File: config.mk
export PLATFORM = sky130hd
export DESIGN_NAME = tiem_mapper
export DESIGN_NICKNAME = d
export VERILOG_FILES = /design/src/common/tiem_pkg.sv /design/src/core/tiem_mapper.sv /design/src/core/tiem_input_filter.sv
export SDC_FILE = /design/constraint.sdc
export NUM_CORES = 2
export LEC_CHECK = 0
export BUFFER_PORTS_ARGS = -buffer_cell sky130_fd_sc_hd__buf_4
export CELL_PAD_IN_SITES_DETAIL_PLACEMENT = 0
export CELL_PAD_IN_SITES_GLOBAL_PLACEMENT = 1
export CORE_UTILIZATION = 48
export CTS_CLUSTER_SIZE = 28
export DETAILED_ROUTE_END_ITERATION = 6
export PLACE_DENSITY = 0.87
export SLEW_MARGIN = 20
export SYNTH_ARGS = -nofsm -noshare
export SYNTH_HDL_FRONTEND = slang
export SYNTH_SLANG_ARGS = --single-unit
File: constraint.sdc
create_clock -name clk_sys_in -period 2.7 [get_ports clk_sys_in]
set_input_delay 0.135 -clock clk_sys_in [delete_from_list [all_inputs] [get_ports clk_sys_in]]
set_output_delay 0.135 -clock clk_sys_in [all_outputs]
set_load 0.005 [all_outputs]
File: src/common/tiem_pkg.sv
/*
 * Shared constants and types of the telecontrol input event mapper.
 * Assumes a 40 MHz system clock and a link layer that frames the
 * telecontrol objects built here and parses incoming sync commands.
 */
package tiem_pkg;

	localparam int NUM_INPUTS     = 32'h0000_0010;
	localparam int CLK_FREQ_HZ    = 32'h0262_5A00;
	localparam int HZ_PER_MHZ     = 32'h000F_4240;
	localparam int TICK_PERIOD_US = 32'h0000_03E8;
	localparam int TICK_CYCLES    = CLK_FREQ_HZ / HZ_PER_MHZ * TICK_PERIOD_US;

	localparam logic [15:0] FILTER_MS_DEFAULT = 16'h0032;
	localparam logic [15:0] ADDR_BASE         = 16'h0001;
	localparam logic [15:0] BROADCAST_ADDR    = 16'hFFFF;

	localparam logic [7:0] TYPE_SINGLE_TIMED = 8'h1E;
	localparam logic [7:0] TYPE_DOUBLE_TIMED = 8'h1F;
	localparam logic [7:0] TYPE_CLOCK_SYNC   = 8'h67;
	localparam logic [7:0] CAUSE_SYNC_FIRST  = 8'h06;
	localparam logic [7:0] TYPE_TIMETAGGED   = 8'h01;
	localparam logic [7:0] FUNC_INPUTS       = 8'hFD;
	localparam logic [7:0] FUNC_SYNC         = 8'h00;
	localparam logic [7:0] CAUSE_SYNC_SECOND = 8'h08;
	localparam logic [7:0] FIELD_UNUSED      = 8'h00;

	localparam logic [1:0] DP_INTERMEDIATE = 2'h0;
	localparam logic [1:0] DP_OFF          = 2'h1;
	localparam logic [1:0] DP_ON           = 2'h2;
	localparam logic [1:0] DP_ERROR        = 2'h3;

	typedef logic [15:0] tiem_ms_t;
	typedef logic [31:0] tiem_time_t;
	typedef logic [3:0]  tiem_index_t;
	typedef logic [NUM_INPUTS-1:0] tiem_inputs_t;
	typedef logic [NUM_INPUTS-1:0][15:0] tiem_filter_cfg_t;

	typedef enum logic [1:0] {
		PROTO_FIRST  = 2'b01,
		PROTO_SECOND = 2'b10
	} tiem_proto_t;

	typedef enum logic [1:0] {
		ST_IDLE = 2'b01,
		ST_HOLD = 2'b10
	} tiem_state_t;

	typedef struct packed {
		logic       valid;
		logic [7:0] type_identifier;
		logic [7:0] transmission_cause;
		logic [7:0] function_type;
		logic [15:0] link_address;
		tiem_time_t time_ms;
	} tiem_sync_cmd_t;

	typedef struct packed {
		logic [7:0]  type_identifier;
		logic [15:0] object_address;
		logic [7:0]  function_type;
		logic [7:0]  information_number;
		logic [1:0]  double_point_info;
		tiem_time_t  timestamp;
	} tiem_event_t;

	typedef struct packed {
		logic [1:0] value;
		tiem_time_t stamp;
	} tiem_entry_t;

endpackage : tiem_pkg

File: src/core/tiem_mapper.sv
/*
 * Telecontrol input event mapper: filters 16 inputs, keeps a millisecond
 * time base with clock sync, and hands out timestamped event objects.
 * Assumes a link layer that parses sync commands into one-cycle requests
 * and drains events with a ready signal; mode inputs are quasi-static.
 */
`timescale 1ns/100ps

// Operation
// - In the first protocol each input is a timed single-point object of type 30 addressed by its number 1 to 16.
// - Every accepted change of a reported input status raises a timestamped event.
// - In grouped first-protocol mode pairs are timed double-point objects of type 31 at the odd lower address.
// - First-protocol double points code 00 as intermediate, 01 as off and 10 as on.
// - A first-protocol sync of type 103 with cause 6 from the master loads the time base.
// - A first-protocol sync is taken at the broadcast link address as well as the own address.
// - In the second protocol each input is a type 1 message with function 253 and information number 1 to 16.
// - In grouped second-protocol mode pairs are type 1 messages with function 253 and the odd lower number.
// - Second-protocol pairs code 00 intermediate, 01 off, 10 on and 11 error.
// - A second-protocol sync with function 0 and cause 8 from the master updates the time base.
// - A periodic broadcast sync of the second protocol is adopted by every listening device.
// - Without a successful sync the free-running local time keeps stamping events.
// - A change is valid only after the input stays stable for its filter time, 50 ms by default.
module tiem_mapper #(
	parameter int TICK_CYCLES = tiem_pkg::TICK_CYCLES
) (
	// Clock and reset
	input  wire logic                  clk_sys_in,
	input  wire logic                  reset_n_in,
	// Raw input pins and filter setting
	input  tiem_pkg::tiem_inputs_t     pins_in,
	input  tiem_pkg::tiem_filter_cfg_t filter_ms_in,
	// Mode selection
	input  tiem_pkg::tiem_proto_t      protocol_sel_in,
	input  wire logic                  grouped_in,
	input  wire logic [15:0]           own_address_in,
	// Clock sync command from the link layer
	input  tiem_pkg::tiem_sync_cmd_t   sync_cmd_in,
	// Event output
	output tiem_pkg::tiem_event_t      event_out,
	output logic                       event_valid_out,
	input  wire logic                  event_ready_in,
	// Status
	output tiem_pkg::tiem_inputs_t     filtered_out,
	output tiem_pkg::tiem_time_t       local_time_out,
	output logic                       sync_ok_out
);
	import tiem_pkg::*;

	localparam tiem_inputs_t EVEN_MASK = 16'h5555;

	tiem_state_t  state;
	tiem_state_t  next_state;
	logic [31:0]  tick_count;
	logic         ms_tick;
	tiem_time_t   local_time;
	logic         sync_ok;
	logic         sync_load;
	tiem_inputs_t filt;
	tiem_inputs_t chg;
	tiem_inputs_t pend;
	tiem_inputs_t ent_set;
	tiem_inputs_t ent_clr;
	tiem_entry_t  entries [NUM_INPUTS];
	tiem_entry_t  ent_new [NUM_INPUTS];
	tiem_index_t  sel;
	logic         any;
	tiem_event_t  next_event;

	// Millisecond tick. A sync restarts the phase so the loaded time starts
	// a full millisecond before its first increment.
	wire tick_wrap = tick_count == 32'(TICK_CYCLES - 1);

	always_ff @(posedge clk_sys_in or negedge reset_n_in) begin
		if (!reset_n_in) begin
			tick_count <= '0;
			ms_tick    <= 1'b0;
		end else begin
			tick_count <= (tick_wrap || sync_load) ? '0
			                                       : tick_count + 32'h0000_0001;
			ms_tick    <= tick_wrap && !sync_load;
		end
	end

	// Clock sync decode.
	wire is_first    = protocol_sel_in == PROTO_FIRST;
	wire addr_own    = sync_cmd_in.link_address == own_address_in;
	wire addr_bcast  = sync_cmd_in.link_address == BROADCAST_ADDR;
	wire addr_ok     = addr_own || addr_bcast;
	wire type_sync    = sync_cmd_in.type_identifier == TYPE_CLOCK_SYNC;
	wire func_sync    = sync_cmd_in.function_type == FUNC_SYNC;
	wire cause_first  = sync_cmd_in.transmission_cause == CAUSE_SYNC_FIRST;
	wire cause_second = sync_cmd_in.transmission_cause == CAUSE_SYNC_SECOND;
	wire sync_first   = is_first && type_sync && cause_first;
	wire sync_second  = !is_first && func_sync && cause_second;
	wire sync_kind    = is_first ? type_sync : func_sync;
	assign sync_load  = sync_cmd_in.valid && addr_ok
	                    && (sync_first || sync_second);
	// A sync-like command that is not taken leaves the time base running.
	wire sync_fail   = sync_cmd_in.valid && sync_kind && !sync_load;

	always_ff @(posedge clk_sys_in or negedge reset_n_in) begin
		if (!reset_n_in) begin
			local_time <= '0;
			sync_ok    <= 1'b0;
		end else begin
			if (sync_load) begin
				local_time <= sync_cmd_in.time_ms;
			end else if (ms_tick) begin
				local_time <= local_time + 32'h0000_0001;
			end
			if (sync_load) begin
				sync_ok <= 1'b1;
			end else if (sync_fail) begin
				sync_ok <= 1'b0;
			end
		end
	end

	// Event selection: lowest pending entry first; in grouped mode only
	// the even entries, which hold the pairs, take part.
	wire tiem_inputs_t elig = grouped_in ? (pend & EVEN_MASK) : pend;
	wire               load = any
	                          && ((state == ST_IDLE) || event_ready_in);

	always_comb begin
		sel = '0;
		any = 1'b0;
		for (int i = NUM_INPUTS - 1; i >= 0; i--) begin
			if (elig[i]) begin
				sel = tiem_index_t'(i);
				any = 1'b1;
			end
		end
	end

	// Per-input filter, pending flag and snapshot of value and time.
	for (genvar e = 0; e < NUM_INPUTS; e++) begin : g_entry
		logic [1:0] raw;
		logic [1:0] pair_code;
		logic       pair_set;
		logic       odd_drop;

		tiem_input_filter u_filter (
			.clk_sys_in   (clk_sys_in),
			.reset_n_in   (reset_n_in),
			.pin_in       (pins_in[e]),
			.ms_tick_in   (ms_tick),
			.filter_ms_in (filter_ms_in[e]),
			.state_out    (filt[e]),
			.change_out   (chg[e])
		);

		if (e % 2 == 0) begin : g_even
			assign raw      = {filt[e+1], filt[e]};
			assign pair_set = chg[e] | chg[e+1];
			assign odd_drop = 1'b0;
		end else begin : g_odd
			assign raw      = DP_INTERMEDIATE;
			assign pair_set = 1'b0;
			assign odd_drop = grouped_in;
		end

		// The first protocol has no error code; both inputs on reads as
		// intermediate there.
		assign pair_code = (is_first && (raw == DP_ERROR))
		                   ? DP_INTERMEDIATE : raw;
		assign ent_set[e] = grouped_in ? pair_set : chg[e];
		assign ent_clr[e] = (load && (sel == tiem_index_t'(e))) || odd_drop;
		assign ent_new[e].value = grouped_in ? pair_code
		                                     : {1'b0, filt[e]};
		assign ent_new[e].stamp = local_time;

		// A change in the cycle of its own hand-out stays pending.
		always_ff @(posedge clk_sys_in or negedge reset_n_in) begin
			if (!reset_n_in) begin
				pend[e]    <= 1'b0;
				entries[e] <= '0;
			end else begin
				if (ent_set[e]) begin
					pend[e]    <= 1'b1;
					entries[e] <= ent_new[e];
				end else if (ent_clr[e]) begin
					pend[e]    <= 1'b0;
				end
			end
		end
	end

	// Event object fields.
	wire [15:0] ev_number = 16'(sel) + ADDR_BASE;
	wire [7:0]  type_first = grouped_in ? TYPE_DOUBLE_TIMED
	                                    : TYPE_SINGLE_TIMED;

	assign next_event.type_identifier    = is_first ? type_first
	                                                : TYPE_TIMETAGGED;
	assign next_event.object_address     = is_first ? ev_number : '0;
	assign next_event.function_type      = is_first ? FIELD_UNUSED
	                                                : FUNC_INPUTS;
	assign next_event.information_number = is_first ? FIELD_UNUSED
	                                                : ev_number[7:0];
	assign next_event.double_point_info  = entries[sel].value;
	assign next_event.timestamp          = entries[sel].stamp;

	// Output hand-off.
	always_comb begin
		next_state = state;
		case (state)
			ST_IDLE: begin
				if (any) begin
					next_state = ST_HOLD;
				end
			end
			ST_HOLD: begin
				if (event_ready_in && !any) begin
					next_state = ST_IDLE;
				end
			end
			default: begin
				next_state = ST_IDLE;
			end
		endcase
	end

	always_ff @(posedge clk_sys_in or negedge reset_n_in) begin
		if (!reset_n_in) begin
			state     <= ST_IDLE;
			event_out <= '0;
		end else begin
			state <= next_state;
			if (load) begin
				event_out <= next_event;
			end
		end
	end

	assign event_valid_out = state == ST_HOLD;
	assign filtered_out    = filt;
	assign local_time_out  = local_time;
	assign sync_ok_out     = sync_ok;
endmodule : tiem_mapper

File: src/core/tiem_input_filter.sv
/*
 * One input channel: three-stage synchroniser and stability filter.
 * Assumes a one-cycle millisecond tick from the parent block.
 */
`timescale 1ns/100ps
module tiem_input_filter (
	// Clock and reset
	input  wire logic           clk_sys_in,
	input  wire logic           reset_n_in,
	// Raw pin and timing
	input  wire logic           pin_in,
	input  wire logic           ms_tick_in,
	input  tiem_pkg::tiem_ms_t  filter_ms_in,
	// Filtered result
	output logic                state_out,
	output logic                change_out
);
	import tiem_pkg::*;

	logic     sync1;
	logic     sync2;
	logic     sync3;
	logic     level;
	tiem_ms_t stable_ms;

	// A zero setting selects the default filter time.
	wire tiem_ms_t limit   = (filter_ms_in == '0) ? FILTER_MS_DEFAULT
	                                                : filter_ms_in;
	wire           differs = level != state_out;
	// The first tick after a change comes after a partial millisecond, so
	// one tick more than the limit is needed to be sure of the full time.
	wire           accept  = differs && (stable_ms > limit);
	wire           at_top  = stable_ms == '1;

	always_ff @(posedge clk_sys_in or negedge reset_n_in) begin
		if (!reset_n_in) begin
			sync1 <= 1'b0;
			sync2 <= 1'b0;
			sync3 <= 1'b0;
			level <= 1'b0;
		end else begin
			sync1 <= pin_in;
			sync2 <= sync1;
			sync3 <= sync2;
			if (sync2 == sync3) begin
				level <= sync3;
			end
		end
	end

	always_ff @(posedge clk_sys_in or negedge reset_n_in) begin
		if (!reset_n_in) begin
			stable_ms  <= '0;
			state_out  <= 1'b0;
			change_out <= 1'b0;
		end else begin
			if (!differs) begin
				stable_ms <= '0;
			end else if (ms_tick_in && !at_top) begin
				stable_ms <= stable_ms + 16'h0001;
			end
			if (accept) begin
				state_out <= level;
			end
			change_out <= accept;
		end
	end
endmodule : tiem_input_filter

==> results.toml <==
[clocking]
cts-buffers-inserted = 107
cts_root_buf = "clkbuf_16"
clockBufferDepth = 3
post_cts_buffers = 0
worstSkewPairLatency_ns = 0.69
clkTransAtPathRegs_ns = 0.06
cts_tree = "yes"
cts.sinks = 1019
htreeDepth = 3

[timing]
final_hold_viol_count = 0
relSlewSlack_pct = 42.7
fin_crit_ns = 2.57
fmax_ghz = 0.389
setup_viol = 0
worstMarginPinSlew_ns = 0.853
setup_slack_ns = 0.127
drv_slew = 0
fin_crit_sh_pct = 95.3
fin_worst_skew_ns = 0.0181
rsz0062_at_grt = "false"

[synthesis]
synth-edff-count = 0
synth_mux_area_share_pct = 16.4
synth_ff_type = "dfrtp_1"
synth_top_family_by_area = "multiplexers"
syn_inst = 4982
ys_ff_latch = 1019
yosys_warnings = 0
yosysTopAreaCellShare_pct = 47.5
yosys.area_share.simple_pct = 12.1
synth-xor-area-share_pct = 4.40
synthTopCellsByArea = "dfrtp_1, mux2_2, ha_1"
synth.avg_cell_area_um2 = 10.8
yosysTopAreaCell = "dfrtp_1"
synth_compound_area_share_pct = 7.70
syn-cell-area_mm2 = 0.0536
synth-seq-area-share_pct = 47.6
synthAdderAreaFrac_pct = 6.79
synthDistinctLibCells = 76
async_flop_share_pct = 100

[drt]
num_vias = 39600
wirelength_um = 141000
dr_wl_met3_um = 6290
ant_nets = 0
wl_per_cell_um = 19.9
first_pass_iters = 5
highest_layer = "met5"
drc = 0
dr_wl_met2_um = 69300
wl_met1_um = 62000
vias_per_cell = 5.58
drt-initial-drc-count = 2321

[global_route]
grt_overflow = 0
grt_pass1_wl_um = 225000
antenna_found_initial = 4
grt_max_degree = 135
grt.total_usage_pct = 25.2
grt_pass1_vias = 40800

[final_layout]
multi_input_area_mm2 = 0.0258
final_common_cell = "dfrtp_1"
seqCellArea_mm2 = 0.0255
n_antenna_cell = 0
area_delta_synth_final_pct = 19.6
stdcell_count = 7098
final_cell_mix = "dfrtp_1, buf_4, mux2_2"
fill_cells = 9265
stdcell_area_mm2 = 0.0641
drive_gt1_share_pct = 26.3
nets = 6170

[worst_setup_path]
path_max_fanout = 24
required_ns = 3.30
critPathCaptureType = "register"
cp.arrival_ns = 3.17
cp-start-kind = "register"
worstSetupPathType = "register to register"

[die]
initial_core_util_pct = 48.4
ios = 491
core_area_mm2 = 0.111
row_count = 122
dieArea_mm2 = 0.113
fp.dieH_um = 336
die_x_um = 336

[placed_design]
dp_hpwl_um = 97800
pre_cts_ws_ns = -0.172
placed_area_mm2 = 0.0598
routabilityCongestion = 0.862
place_inst = 6849
portBuffers = 472

[power_and_ir_drop]
leakage_uw = 0.0325
ir_worst_vdd_mv = 0.533
p_per_area_mw_per_mm2 = 509

[job]
maxCapViolations = 0

[status]
status = "finished, final reports clean"

[hold_path]
hold_class = "input pin to register"
-- sequential cells by signal (all words and copies together) (netlist names), 2 cells and up --
name and cells:
entries 536, g_entry.u_filter.stable_ms 256, event_out 47, local_time_out 32, tick_count 32, g_entry.u_filter.change_out 16
g_entry.u_filter.level 16, g_entry.u_filter.state_out 16, g_entry.u_filter.sync1 16, g_entry.u_filter.sync2 16, g_entry.u_filter.sync3 16, pend 16
state 2
-- cell type report --
| type | instances | share of cell area (%) |
|---|---|---|
| Tap cell | 1488 | 2.90 |
| Sequential cell | 1019 | 39.8 |
| Clock buffer | 156 | 4.83 |
| Clock inverter | 38 | 0.925 |
| Multi-Input combinational cell | 3387 | 40.2 |
| Inverter | 270 | 1.61 |
| Timing Repair Buffer | 740 | 9.74 |
-- metrics by stage --
| step | util [%] | hold slack [ns] | setup TNS, ns | power (uW) |
|---|---|---|---|---|
| finish | 57.9 | 0.0642 | 0 | 32600 |
| global route | 57.9 | 0.0506 | 0 | 33800 |
| CTS | 57.8 | 0.0163 | 0 | 33000 |
| detailed placement | 54.0 | 0.0599 | -0.832 | 17500 |
| global placement | 54.0 | 0.0576 | -0.482 | 17500 |
| floorplan | - | -0.161 | 0 | 16300 |
-- per-layer routing --
metal / GRT usage, % / vias to the layer above
li1: - / 18600
met1: 33.6 / 19900
met2: 42.5 / 873
met3: 3.54 / 202
met4: 7.45 / 8
met5: 0 / -
-- final timing paths --
check / startpoint / end / slack (ns) / cells after the start
worst max-delay path: pend[11] / event_out[27] / 0.13 / 10
worst min-delay path: protocol_sel_in[0] / event_out[36] / 0.06 / 5
worst max register to register: pend[11] / event_out[27] / 0.13 / 10
worst min register to register: g_entry[3].u_filter.sync1 / g_entry[3].u_filter.sync2 / 0.35 / 0
max in group asynchronous: reset_n_in / g_entry[8].u_filter.stable_ms[5] / 1.78 / 3
min in group asynchronous: reset_n_in / entries[532] / 0.15 / 3
-- timing repair --
item,in CTS,in global routing
pin swaps,0,1
hold buffers,55,0
gates resized for setup,2,17
endpoints found under the hold margin,682,0
endpoints found under the setup margin,5,30
-- Yosys cell counts (121+ instances only) --
cell type / number
a21oi_1: 189
clkbuf_1: 137
dfrtp_1: 1018
ha_1: 278
inv_1: 267
mux2_2: 537
mux2i_1: 256
nand2_1: 280
nand3_1: 126
nand4_1: 121
nor2_1: 449
o21ai_0: 174
xor2_1: 152
-- logic make-up after synthesis --
family	count (synthesis)
adder cells (fa/ha/maj)	294
other	1
AND/OR/NAND/NOR	1338
buffers and inverters	593
AO/OA/AOI/OAI	666
flip-flops	1019
multiplexers	802
XOR/XNOR	269
-- critical path, stage by stage (launching register included) --
cell,delay (ns)
dfrtp_1,0.41
or2_2,0.32
a211oi_4,0.32
and3_1,0.31
buf_4,0.19
nand2_2,0.09
buf_12,0.20
o22ai_1,0.24
nor4_1,0.07
buf_4,0.16
o21ai_0,0.15
-- power breakdown --
group	switching (uW)	internal [uW]
registers	105	15400
clock network	6270	9120
logic	976	792
total	7350	25300
(Power assumes the default switching activity.)
